File: src/rtl/dceob_pkg.sv
// constants for the channel enable and end-of-buffer status block
package dceob_pkg;

  // register bus geometry
  localparam int ADDR_W = 8;
  localparam int DATA_W = 32;
  localparam int STRB_W = DATA_W / 8;

  // register byte offsets
  localparam logic [ADDR_W-1:0] OFF_TX_EN_SET = 8'h00;
  localparam logic [ADDR_W-1:0] OFF_TX_EN_CLR = 8'h04;
  localparam logic [ADDR_W-1:0] OFF_RX_EN_SET = 8'h08;
  localparam logic [ADDR_W-1:0] OFF_RX_EN_CLR = 8'h0c;
  localparam logic [ADDR_W-1:0] OFF_TX_EOB = 8'h10;
  localparam logic [ADDR_W-1:0] OFF_RX_EOB = 8'h14;
  localparam logic [ADDR_W-1:0] OFF_CFG = 8'h18;

  // word index field of an address
  localparam int IDX_LSB = 2;
  localparam int IDX_MSB = ADDR_W - 1;

  // field positions
  localparam int CH_FIELD_LSB = 0;
  localparam int CH_LANE = 0;
  localparam int CFG_END_OF_PACKET_IRQ_ENABLE_BIT = 29;
  localparam int CFG_END_OF_PACKET_IRQ_ENABLE_LANE = CFG_END_OF_PACKET_IRQ_ENABLE_BIT / 8;

  // reset values
  localparam logic RST_ENABLE = 1'b0;
  localparam logic RST_EOB = 1'b0;
  localparam logic RST_END_OF_PACKET_IRQ_ENABLE = 1'b0;
  localparam logic [DATA_W-1:0] RST_RDATA = 32'h0000_0000;

  // default and maximum channel counts
  localparam int TX_CHANS_DEF = 2;
  localparam int RX_CHANS_DEF = 1;
  localparam int MAX_CHANS_DIR = 8;

  // bus response codes
  typedef enum logic [1:0] {
    DCEOB_RESP_OKAY = 2'b00,
    DCEOB_RESP_SLVERR = 2'b10
  } dceob_resp_t;

endpackage

File: src/rtl/dceob_top.sv
// channel enable control and end-of-buffer status with axi4-lite slave
`timescale 1ns/1ps

// What this block does
// - bit n maps to channel n
// - only enabled channels get service requests granted
// - disabling a busy channel aborts its packet
// - disabling rewinds channel to first descriptor
// - writing ones to set register enables channels
// - writing ones to reset register stops channels
// - channel error clears its enable
// - set and reset registers read enable state
// - two transmit channels, upper bits reserved
// - one receive channel, upper bits reserved
// - alerted buffer completion sets end-of-buffer bit
// - end of packet sets bit when enabled
// - backed-up packet is no end of packet
// - bad packet flag sets end-of-buffer bit
// - end-of-buffer bits clear on written ones
// - separate transmit and receive status registers
// - end-of-packet enable lives in config bit 29
// - alerted buffers interrupt regardless of that enable
module dceob_top
  import dceob_pkg::*;
#(
  parameter int TX_CHANS = TX_CHANS_DEF,
  parameter int RX_CHANS = RX_CHANS_DEF
) (
  input wire logic clk_sys,
  input wire logic rst_b,
  input wire logic [ADDR_W-1:0] s_axi_awaddr,
  input wire logic [2:0] s_axi_awprot,
  input wire logic s_axi_awvalid,
  output logic s_axi_awready,
  input wire logic [DATA_W-1:0] s_axi_wdata,
  input wire logic [STRB_W-1:0] s_axi_wstrb,
  input wire logic s_axi_wvalid,
  output logic s_axi_wready,
  output logic [1:0] s_axi_bresp,
  output logic s_axi_bvalid,
  input wire logic s_axi_bready,
  input wire logic [ADDR_W-1:0] s_axi_araddr,
  input wire logic [2:0] s_axi_arprot,
  input wire logic s_axi_arvalid,
  output logic s_axi_arready,
  output logic [DATA_W-1:0] s_axi_rdata,
  output logic [1:0] s_axi_rresp,
  output logic s_axi_rvalid,
  input wire logic s_axi_rready,
  input wire logic [TX_CHANS-1:0] tx_svc_req,
  input wire logic [TX_CHANS-1:0] tx_xfer_active,
  input wire logic [TX_CHANS-1:0] tx_err_ind,
  input wire logic [TX_CHANS-1:0] tx_buf_done,
  input wire logic [TX_CHANS-1:0] tx_buf_alert,
  input wire logic [TX_CHANS-1:0] tx_last_buf,
  input wire logic [TX_CHANS-1:0] tx_backed_up,
  input wire logic [TX_CHANS-1:0] tx_bad_pkt,
  input wire logic [RX_CHANS-1:0] rx_svc_req,
  input wire logic [RX_CHANS-1:0] rx_xfer_active,
  input wire logic [RX_CHANS-1:0] rx_err_ind,
  input wire logic [RX_CHANS-1:0] rx_buf_done,
  input wire logic [RX_CHANS-1:0] rx_buf_alert,
  input wire logic [RX_CHANS-1:0] rx_last_buf,
  input wire logic [RX_CHANS-1:0] rx_backed_up,
  input wire logic [RX_CHANS-1:0] rx_bad_pkt,
  output logic [TX_CHANS-1:0] tx_svc_grant,
  output logic [TX_CHANS-1:0] tx_chan_active,
  output logic [TX_CHANS-1:0] tx_pkt_abort,
  output logic [TX_CHANS-1:0] tx_desc_rewind,
  output logic [RX_CHANS-1:0] rx_svc_grant,
  output logic [RX_CHANS-1:0] rx_chan_active,
  output logic [RX_CHANS-1:0] rx_pkt_abort,
  output logic [RX_CHANS-1:0] rx_desc_rewind,
  output logic eop_irq_enable,
  output logic tx_eob_irq,
  output logic rx_eob_irq
);

  localparam int NCH = TX_CHANS + RX_CHANS;

  // channel counts must fit the low byte lane
  if (TX_CHANS < 1 || TX_CHANS > MAX_CHANS_DIR ||
      RX_CHANS < 1 || RX_CHANS > MAX_CHANS_DIR) begin : g_bad_chans
    $error("dceob_top: channel count out of range");
  end

  // write channel state
  logic aw_got_ff;
  logic w_got_ff;
  logic [ADDR_W-1:0] aw_addr_ff;
  logic [DATA_W-1:0] w_data_ff;
  logic [STRB_W-1:0] w_strb_ff;
  logic bvalid_ff;
  logic [1:0] bresp_ff;
  logic wr_go;
  logic [IDX_MSB-IDX_LSB:0] wr_idx;
  logic wr_hit;
  logic ch_lane;

  // read channel state
  logic rvalid_ff;
  logic [DATA_W-1:0] rdata_ff;
  logic [1:0] rresp_ff;
  logic ar_fire;
  logic [IDX_MSB-IDX_LSB:0] rd_idx;
  logic [DATA_W-1:0] nxt_rdata;
  logic nxt_rerr;

  // channel state, transmit channels low, receive channels high
  logic [NCH-1:0] en_ff;
  logic [NCH-1:0] eob_ff;
  logic [NCH-1:0] abort_ff;
  logic [NCH-1:0] rewind_ff;
  logic end_of_packet_irq_enable_ff;
  logic [NCH-1:0] nxt_en;
  logic [NCH-1:0] nxt_eob;
  logic [NCH-1:0] set_v;
  logic [NCH-1:0] clr_v;
  logic [NCH-1:0] eob_clr_v;
  logic [NCH-1:0] eob_set_v;
  logic [NCH-1:0] req_v;
  logic [NCH-1:0] xfer_v;
  logic [NCH-1:0] err_v;
  logic [NCH-1:0] done_v;
  logic [NCH-1:0] alert_v;
  logic [NCH-1:0] last_v;
  logic [NCH-1:0] backed_v;
  logic [NCH-1:0] bad_v;
  logic [NCH-1:0] grant_v;
  logic [DATA_W-1:0] wd_ch;

  assign req_v = {rx_svc_req, tx_svc_req};
  assign xfer_v = {rx_xfer_active, tx_xfer_active};
  assign err_v = {rx_err_ind, tx_err_ind};
  assign done_v = {rx_buf_done, tx_buf_done};
  assign alert_v = {rx_buf_alert, tx_buf_alert};
  assign last_v = {rx_last_buf, tx_last_buf};
  assign backed_v = {rx_backed_up, tx_backed_up};
  assign bad_v = {rx_bad_pkt, tx_bad_pkt};

  // axi4-lite write: address and data taken in either order
  assign s_axi_awready = !aw_got_ff && !bvalid_ff;
  assign s_axi_wready = !w_got_ff && !bvalid_ff;
  assign wr_go = aw_got_ff && w_got_ff;
  assign wr_idx = aw_addr_ff[IDX_MSB:IDX_LSB];
  assign ch_lane = w_strb_ff[CH_LANE];
  assign wd_ch = ch_lane ? w_data_ff : '0;
  assign wr_hit = (wr_idx == OFF_TX_EN_SET[IDX_MSB:IDX_LSB]) ||
                  (wr_idx == OFF_TX_EN_CLR[IDX_MSB:IDX_LSB]) ||
                  (wr_idx == OFF_RX_EN_SET[IDX_MSB:IDX_LSB]) ||
                  (wr_idx == OFF_RX_EN_CLR[IDX_MSB:IDX_LSB]) ||
                  (wr_idx == OFF_TX_EOB[IDX_MSB:IDX_LSB]) ||
                  (wr_idx == OFF_RX_EOB[IDX_MSB:IDX_LSB]) ||
                  (wr_idx == OFF_CFG[IDX_MSB:IDX_LSB]);

  always_ff @(posedge clk_sys) begin
    if (!rst_b) begin
      aw_got_ff <= 1'b0;
      aw_addr_ff <= '0;
    end else if (s_axi_awvalid && s_axi_awready) begin
      aw_got_ff <= 1'b1;
      aw_addr_ff <= s_axi_awaddr;
    end else if (wr_go) begin
      aw_got_ff <= 1'b0;
    end
  end

  always_ff @(posedge clk_sys) begin
    if (!rst_b) begin
      w_got_ff <= 1'b0;
      w_data_ff <= '0;
      w_strb_ff <= '0;
    end else if (s_axi_wvalid && s_axi_wready) begin
      w_got_ff <= 1'b1;
      w_data_ff <= s_axi_wdata;
      w_strb_ff <= s_axi_wstrb;
    end else if (wr_go) begin
      w_got_ff <= 1'b0;
    end
  end

  always_ff @(posedge clk_sys) begin
    if (!rst_b) begin
      bvalid_ff <= 1'b0;
      bresp_ff <= DCEOB_RESP_OKAY;
    end else if (wr_go) begin
      bvalid_ff <= 1'b1;
      bresp_ff <= wr_hit ? DCEOB_RESP_OKAY : DCEOB_RESP_SLVERR;
    end else if (s_axi_bready) begin
      bvalid_ff <= 1'b0;
    end
  end

  assign s_axi_bvalid = bvalid_ff;
  assign s_axi_bresp = bresp_ff;

  // write strobes per channel; only the low lane carries channel bits
  always_comb begin
    set_v = '0;
    clr_v = '0;
    eob_clr_v = '0;
    if (wr_go && wr_idx == OFF_TX_EN_SET[IDX_MSB:IDX_LSB]) begin
      set_v[TX_CHANS-1:0] = wd_ch[CH_FIELD_LSB +: TX_CHANS];
    end
    if (wr_go && wr_idx == OFF_RX_EN_SET[IDX_MSB:IDX_LSB]) begin
      set_v[NCH-1:TX_CHANS] = wd_ch[CH_FIELD_LSB +: RX_CHANS];
    end
    if (wr_go && wr_idx == OFF_TX_EN_CLR[IDX_MSB:IDX_LSB]) begin
      clr_v[TX_CHANS-1:0] = wd_ch[CH_FIELD_LSB +: TX_CHANS];
    end
    if (wr_go && wr_idx == OFF_RX_EN_CLR[IDX_MSB:IDX_LSB]) begin
      clr_v[NCH-1:TX_CHANS] = wd_ch[CH_FIELD_LSB +: RX_CHANS];
    end
    if (wr_go && wr_idx == OFF_TX_EOB[IDX_MSB:IDX_LSB]) begin
      eob_clr_v[TX_CHANS-1:0] = wd_ch[CH_FIELD_LSB +: TX_CHANS];
    end
    if (wr_go && wr_idx == OFF_RX_EOB[IDX_MSB:IDX_LSB]) begin
      eob_clr_v[NCH-1:TX_CHANS] = wd_ch[CH_FIELD_LSB +: RX_CHANS];
    end
  end

  // configuration: end-of-packet interrupt enable
  always_ff @(posedge clk_sys) begin
    if (!rst_b) begin
      end_of_packet_irq_enable_ff <= RST_END_OF_PACKET_IRQ_ENABLE;
    end else if (wr_go && wr_idx == OFF_CFG[IDX_MSB:IDX_LSB] &&
                 w_strb_ff[CFG_END_OF_PACKET_IRQ_ENABLE_LANE]) begin
      end_of_packet_irq_enable_ff <= w_data_ff[CFG_END_OF_PACKET_IRQ_ENABLE_BIT];
    end
  end

  assign eop_irq_enable = end_of_packet_irq_enable_ff;

  // per-channel enable, abort, rewind and end-of-buffer logic
  genvar gi;
  generate
    for (gi = 0; gi < NCH; gi++) begin : g_ch
      logic dir_irq;

      // error clear wins over a software set in the same cycle
      assign nxt_en[gi] = (en_ff[gi] | set_v[gi]) & ~clr_v[gi] &
                          ~err_v[gi];
      assign grant_v[gi] = en_ff[gi] & req_v[gi];

      // hardware set wins over a write-one clear
      assign eob_set_v[gi] = bad_v[gi] |
                             (done_v[gi] & alert_v[gi]) |
                             (done_v[gi] & last_v[gi] & ~backed_v[gi] &
                              end_of_packet_irq_enable_ff);
      assign nxt_eob[gi] = eob_set_v[gi] |
                           (eob_ff[gi] & ~eob_clr_v[gi]);

      always_ff @(posedge clk_sys) begin
        if (!rst_b) begin
          en_ff[gi] <= RST_ENABLE;
        end else begin
          en_ff[gi] <= nxt_en[gi];
        end
      end

      always_ff @(posedge clk_sys) begin
        if (!rst_b) begin
          abort_ff[gi] <= 1'b0;
          rewind_ff[gi] <= 1'b0;
        end else begin
          abort_ff[gi] <= en_ff[gi] & ~nxt_en[gi] & xfer_v[gi];
          rewind_ff[gi] <= en_ff[gi] & ~nxt_en[gi];
        end
      end

      always_ff @(posedge clk_sys) begin
        if (!rst_b) begin
          eob_ff[gi] <= RST_EOB;
        end else begin
          eob_ff[gi] <= nxt_eob[gi];
        end
      end

      if (gi < TX_CHANS) begin : g_tx
        assign dir_irq = tx_eob_irq;
      end else begin : g_rx
        assign dir_irq = rx_eob_irq;
      end

    end
  endgenerate

  assign tx_svc_grant = grant_v[TX_CHANS-1:0];
  assign rx_svc_grant = grant_v[NCH-1:TX_CHANS];
  assign tx_chan_active = en_ff[TX_CHANS-1:0];
  assign rx_chan_active = en_ff[NCH-1:TX_CHANS];
  assign tx_pkt_abort = abort_ff[TX_CHANS-1:0];
  assign rx_pkt_abort = abort_ff[NCH-1:TX_CHANS];
  assign tx_desc_rewind = rewind_ff[TX_CHANS-1:0];
  assign rx_desc_rewind = rewind_ff[NCH-1:TX_CHANS];
  assign tx_eob_irq = |eob_ff[TX_CHANS-1:0];
  assign rx_eob_irq = |eob_ff[NCH-1:TX_CHANS];

  // axi4-lite read: one-cycle answer, no read side effects
  assign s_axi_arready = !rvalid_ff;
  assign ar_fire = s_axi_arvalid && s_axi_arready;
  assign rd_idx = s_axi_araddr[IDX_MSB:IDX_LSB];

  always_comb begin
    nxt_rdata = RST_RDATA;
    nxt_rerr = 1'b0;
    if (rd_idx == OFF_TX_EN_SET[IDX_MSB:IDX_LSB] ||
        rd_idx == OFF_TX_EN_CLR[IDX_MSB:IDX_LSB]) begin
      nxt_rdata[CH_FIELD_LSB +: TX_CHANS] = en_ff[TX_CHANS-1:0];
    end else if (rd_idx == OFF_RX_EN_SET[IDX_MSB:IDX_LSB] ||
                 rd_idx == OFF_RX_EN_CLR[IDX_MSB:IDX_LSB]) begin
      nxt_rdata[CH_FIELD_LSB +: RX_CHANS] = en_ff[NCH-1:TX_CHANS];
    end else if (rd_idx == OFF_TX_EOB[IDX_MSB:IDX_LSB]) begin
      nxt_rdata[CH_FIELD_LSB +: TX_CHANS] = eob_ff[TX_CHANS-1:0];
    end else if (rd_idx == OFF_RX_EOB[IDX_MSB:IDX_LSB]) begin
      nxt_rdata[CH_FIELD_LSB +: RX_CHANS] = eob_ff[NCH-1:TX_CHANS];
    end else if (rd_idx == OFF_CFG[IDX_MSB:IDX_LSB]) begin
      nxt_rdata[CFG_END_OF_PACKET_IRQ_ENABLE_BIT] = end_of_packet_irq_enable_ff;
    end else begin
      nxt_rerr = 1'b1;
    end
  end

  always_ff @(posedge clk_sys) begin
    if (!rst_b) begin
      rvalid_ff <= 1'b0;
      rdata_ff <= RST_RDATA;
      rresp_ff <= DCEOB_RESP_OKAY;
    end else if (ar_fire) begin
      rvalid_ff <= 1'b1;
      rdata_ff <= nxt_rdata;
      rresp_ff <= nxt_rerr ? DCEOB_RESP_SLVERR : DCEOB_RESP_OKAY;
    end else if (s_axi_rready) begin
      rvalid_ff <= 1'b0;
    end
  end

  assign s_axi_rvalid = rvalid_ff;
  assign s_axi_rdata = rdata_ff;
  assign s_axi_rresp = rresp_ff;
endmodule

File: config.mk
export PLATFORM = sky130hd
export DESIGN_NAME = dceob_top
export DESIGN_NICKNAME = d
export VERILOG_FILES = /design/src/rtl/dceob_pkg.sv /design/src/rtl/dceob_top.sv
export SDC_FILE = /design/constraint.sdc
export NUM_CORES = 1
export LEC_CHECK = 0
export ABC_AREA = 1
export ABC_CLOCK_PERIOD_IN_PS = 1580
export BUFFER_PORTS_ARGS = -buffer_cell sky130_fd_sc_hd__buf_2
export CAP_MARGIN = 20
export CORE_MARGIN = 2
export CORE_UTILIZATION = 28
export DETAILED_ROUTE_END_ITERATION = 16
export PLACE_DENSITY = 0.63
export SLEW_MARGIN = 20
export SYNTH_ARGS = -nofsm -noshare
export SYNTH_HDL_FRONTEND = slang
export SYNTH_SLANG_ARGS = --single-unit
File: constraint.sdc
create_clock -name clk_sys -period 1.58 [get_ports clk_sys]
set_input_delay 0.158 -clock clk_sys [delete_from_list [all_inputs] [get_ports clk_sys]]
set_output_delay 0.158 -clock clk_sys [all_outputs]
set_load 0.05 [all_outputs]
==> results of run 1 <==
## path summary, 6_finish.rpt
check	startpoint	end	depth (start not counted)
hold reg to reg	w_strb_ff[3]	w_strb_ff[3]	2
setup reg to reg	aw_got_ff	eob_ff[1]	5
hold / removal	rx_xfer_active	rx_pkt_abort	3
setup / recovery	rx_chan_active	rx_svc_grant	3
## worst min-delay path, cell delays in order
cell and delay (ns):
buf_2 0.09, inv_1 0.04, nor2_1 0.04
## power breakdown
part / switching (uW) / internal, uW
combinational: 363 / 112
sequential: 39.3 / 878
clock: 285 / 312
## cells by family after synthesis
kind of cell	count (synthesis)	synth area share
flip-flops	33	0.386
buffers and inverters	64	0.215
AO/OA/AOI/OAI	48	0.161
AND/OR/NAND/NOR	81	0.236
other	1	0.00219
## per-stage QoR
step                      area, um2  instances  utilization  worst slack [ns]
after floorplan                1840        257            -            0.0429
after global placement         2050        371        0.346             0.360
after detailed placement       2050        371        0.346             0.357
after CTS                      2130        379        0.359             0.291
after global routing           2130        379        0.359             0.216
final                          2130        379        0.359             0.311
## layout make-up
class,instances,area (um2)
clock buffers,8,80.1
fillers,667,3790
inverters,30,113
multi-input cells,160,811
flip-flops and latches,33,661
well taps,75,93.8
repair buffers,73,368
## sequential cells by signal (all words and copies together) (netlist names)
| name | cells |
|---|---|
| aw_addr_ff | 6 |
| aw_got_ff | 1 |
| eob_ff | 2 |
| eop_irq_enable | 1 |
| rx_chan_active | 1 |
| rx_desc_rewind | 1 |
| rx_eob_irq | 1 |
| rx_pkt_abort | 1 |
| s_axi_bresp | 1 |
| s_axi_bvalid | 1 |
| s_axi_rdata | 3 |
| s_axi_rresp | 1 |
| s_axi_rvalid | 1 |
| tx_chan_active | 2 |
| tx_desc_rewind | 2 |
| tx_pkt_abort | 2 |
| w_data_ff | 3 |
| w_got_ff | 1 |
| w_strb_ff | 2 |
## layer usage
| layer | up-vias | global-route usage | wire length (um) |
|---|---|---|---|
| met5 | - | 0 | 0 |
| met4 | 0 | 0.0583 | 73 |
| met3 | 9 | 0.0337 | 342 |
| met2 | 71 | 0.197 | 1670 |
| met1 | 672 | 0.142 | 1650 |
| li1 | 829 | - | - |
## cell usage in the layout (no fill, tap or decap)
| cell type | count |
|---|---|
| a21oi_1 | 23 |
| a21oi_2 | 2 |
| a41oi_1 | 1 |
| buf_2 | 72 |
| buf_4 | 1 |
| clkbuf_1 | 3 |
| clkbuf_8 | 5 |
| clkinv_1 | 1 |
| conb_1 | 31 |
| dfxtp_1 | 33 |
| inv_1 | 26 |
| inv_2 | 3 |
| nand2_1 | 25 |
| nand2_4 | 1 |
| nand3_1 | 13 |
| nand4_1 | 7 |
| nor2_1 | 23 |
| nor2_2 | 2 |
| nor2_4 | 3 |
| nor3_1 | 1 |
| nor3_2 | 2 |
| nor3_4 | 1 |
| nor3b_2 | 2 |
| o211ai_1 | 2 |
| o21a_1 | 2 |
| o21ai_0 | 14 |
| o21bai_2 | 1 |
| o31ai_1 | 3 |
| or2_2 | 1 |
==> reports/summary.txt, run 1 <==
outcome - finished, final reports clean
crit path launch type - flop
die area - 6760 um2
total CTS buffers - 5
area share of the largest cell type after synthesis - 0.386
# DRC - 0
Synth area leaders - dfxtp_1 39%, buf_4 14%, a21oi_1 6.7%, inv_1 5.7%, nand2_1 5.5%
slowest CP cell - dfxtp_1
vias per inst - 4.17
CTS max path bufs - 2
Setup TNS - 0 ns
H-tree Lvls - 2
Syn-to-layout area delta - 24.1%
RSZ-0062 raised after global routing - false
die width - 82.2 um
Yosys warnings - 0
Post-synth EDFFs - 0
Worst R2R Setup Slack - 0.35 ns
Fmax achieved - 788 MHz
Mapped Cells - 227
total power draw - 1990 uW
clk_skew - 0.00390 ns
RePlAce Congestion - 0.719
diodes inserted - 0
Max Cap Viol - 0
grt total ovfl - 0
Seq cells post-synth - 33
first-pass GRT wire length - 6110 um
clk sink count - 33
Synth cell types - 28
Fin. Hold Viols - 0
Peak VDD IR - 0.383 mV
dominant register cell in the synthesized netlist - dfxtp_1
fin nets - 392
Clk pin slew, worst setup/hold paths - 0.06 ns
Clk Latency, worst-skew pair - 0.28 ns
Pleak - 0.00109 uW
Post-DRT Antenna Nets - 0
Total Wirelength - 3730 um
top cells by count, synth - 33 x dfxtp_1, 32 x buf_4, 26 x inv_1
largest net degree at the start of global routing - 21
top cell type by total area after synthesis - dfxtp_1
register area share after synthesis - 0.386
initial DRC count - 45
clk root buf - clkbuf_8
Post-CTS Resized - 0
Arr. time, crit path - 1.11 ns
Final Max Slew Viols - 0
CP Buf/Inv Count - 2
hold crit path type - input pin to flop
CTS Hold Bufs - 0
count leader, synth - dfxtp_1
initial antenna violation count - 0
max incr delay on CP - 0.45 ns
core area - 5920 um2
pwr dens - 936 nW/um2
Site Rows - 28
Mean Syn Cell Area - 7.55 um2
IO Count - 145
Initial DRT Pass Iterations - 4
minimum clock period - 1.27 ns
crit end category - output port
starting density of the core - 0.289
Worst Path Max Fanout - 5
hold slack final - 0.0866 ns
Tcrit/Tclk final - 0.803
cell family with most CP delay - flip-flops
I/O Buffers - 72
Setup CP Type - flop to output port
via count - 1,581
FFs w/ async S/R, synth - 0
layout cell share with drive strength beyond 1 - 0.316
Chip Height - 82.2 um
WL per Instance - 9.85 um
CTS tree - done
GRT Overall Usage - 0.119
final setup fails - 0
vias in the first global route - 1,414
Post-CTS Setup Bufs - 0
synthesized area - 1710 um2
WP data required - 1.42 ns
Cell Chain, Critical Path - nand2_1 -> inv_1 -> buf_2
Final HPWL DP - 2990 um
No activity file was read; power rests on OpenSTA's default activity.
==> run 2: changes to the inputs <==
- ABC_CLOCK_PERIOD_IN_PS: 1580 -> 1200
- clock period: 1.58 -> 1.2 ns (I/O delays scaled with it)
==> run 2 against run 1 <==
Global-route usage down 0.17 points. Critical path depth unchanged. Clock power is 52% higher. Register-to-register slack got worse by 0.25 ns. Combinational power rose by 43%. Largest cell class unchanged. Die area unchanged. Sequential power increased by 31%. Non-clock buffer count up 6. Worst setup slack worse by 0.25 ns. First-iteration DRC count increased by 2.2%. Largest power group unchanged. Via count up 1.2%. Core utilization grew 2.1 points.
==> reports/summary.txt, run 2 (synthesis gave the netlist of run 1 again) <==
outcome - finished, final reports clean
max incr delay on CP - 0.34 ns
WP data required - 1.08 ns
initial DRC count - 46
clk sink count - 33
vias per inst - 4.16
Post-DRT Antenna Nets - 0
Tcrit/Tclk final - 0.950
largest net degree at the start of global routing - 21
Clk Latency, worst-skew pair - 0.28 ns
IO Count - 145
Worst Path Max Fanout - 2
Worst R2R Start - aw_addr_ff[2]
die area - 6760 um2
final setup fails - 0
initial antenna violation count - 0
clk root buf - clkbuf_8
Arr. time, crit path - 1.02 ns
Pleak - 0.00115 uW
CTS tree - done
fin nets - 398
Final Max Slew Viols - 0
core area - 5920 um2
Setup crit start - w_got_ff
post-layout util - 0.380
Chip Height - 82.2 um
worst setup path endpoint - s_axi_wready
H-tree Lvls - 2
grt total ovfl - 0
crit path launch type - flop
Worst R2R Setup Slack - 0.10 ns
starting density of the core - 0.289
WL per Instance - 9.95 um
diodes inserted - 0
path depth of the worst reg2reg path - 6
Peak VDD IR - 0.456 mV
Total Wirelength - 3830 um
Fin. Hold Viols - 0
Fmax achieved - 877 MHz
hold crit path type - input pin to flop
# DRC - 0
hold depth - 3
Final HPWL DP - 3090 um
total CTS buffers - 5
Initial DRT Pass Iterations - 4
vias in the first global route - 1,386
Syn-to-layout area delta - 31.5%
Clk pin slew, worst setup/hold paths - 0.07 ns
Cell Chain, Critical Path - buf_4 -> nor2_4 -> buf_6
first-pass GRT wire length - 6060 um
clk_skew - 0.00374 ns
RSZ-0062 raised after global routing - false
Non-Filler Instances - 385
Reg with most FFs - aw_addr_ff
most frequent cells in the layout - 66 x buf_2, 31 x conb_1, 26 x inv_1
Layout fillers - 643
Setup CP Type - flop to output port
RePlAce Congestion - 0.759
dpl cells - 376
Site Rows - 28
layout cell share with drive strength beyond 1 - 0.387
via count - 1,600
max FFs per register - 6
crit end category - output port
slowest CP cell - dfxtp_2
commonest non-fill, non-tap cell in the layout - buf_2
minimum clock period - 1.14 ns
Max Cap Viol - 0
GRT Overall Usage - 0.118
die width - 82.2 um
CTS max path bufs - 2
I/O Buffers - 72
worst reg2reg path endpoint - eop_irq_enable
pwr dens - 1240 nW/um2
run 2: cell types whose count changed in the layout (fill, tap and decap cells not counted), moves of 3 or more:
cell      change
dfxtp_1      -10
dfxtp_2       +9
nand2_1       -3
nand2_2       +3
buf_4         +7
clkbuf_1      -3
buf_2         -6
run 2: through the flow:
step / hold WS (ns) / TNS [ns] / setup slack, ns / area, um2 / total power [uW]
after floorplan: 0.232 / -0.129 / -0.0646 / 1860 / 1800
after global placement: 0.338 / 0 / 0.0753 / 2090 / 1870
after detailed placement: 0.343 / 0 / 0.0383 / 2090 / 1880
after CTS: 0.0362 / 0 / 0.00183 / 2220 / 2820
after global routing: 0.0442 / 0 / 0.00347 / 2250 / 2970
final: 0.0477 / 0 / 0.0597 / 2250 / 2790
run 2: layout make-up:
cell class / count / area, um2 / share of cell area
clock buffers: 7 / 96.3 / 0.0428
clock inverters: 1 / 5.00 / 0.00222
inverters: 30 / 113 / 0.0500
multi-input cells: 160 / 826 / 0.367
flip-flops and latches: 33 / 676 / 0.300
well taps: 75 / 93.8 / 0.0417
repair buffers: 79 / 443 / 0.197
run 2: per-layer routing:
layer	GRT usage	vias up	share of wire
li1	-	841	-
met1	0.142	688	0.43
met2	0.194	67	0.47
met3	0.0446	4	0.088
met4	0.0350	0	0.0081
met5	0	-	0
run 2: power breakdown:
part / leakage, uW / switching (uW) / total (uW) / internal [uW]
combinational: 0.000823 / 496 / 679 / 183
clock: 0.0000542 / 389 / 907 / 518
sequential: 0.000275 / 46.5 / 1200 / 1160
run 2: how the worst min path moves through the flow:
stage                   startpoint           end
finish              rx_xfer_active  rx_pkt_abort
global route        rx_xfer_active  rx_pkt_abort
CTS                 rx_xfer_active  rx_pkt_abort
detailed placement  rx_xfer_active  rx_pkt_abort
global placement    rx_xfer_active  rx_pkt_abort
floorplan           rx_xfer_active  rx_pkt_abort
run 2: timing repair:
action | in CTS | in global routing
gates resized for setup | 8 | 14
setup endpoints to repair | 5 | 16
hold buffers | 0 | 0
endpoints found under the hold margin | 0 | 0
gates cloned | 0 | 0
pin swaps | 0 | 2
buffers inserted | 0 | 1
run 2: worst max-delay path, delay by kind of cell (launching register included):
| kind | cells | cell delay, ns |
|---|---|---|
| simple gates | 1 | 0.09 |
| flops | 1 | 0.34 |
| buf+inv | 2 | 0.30 |
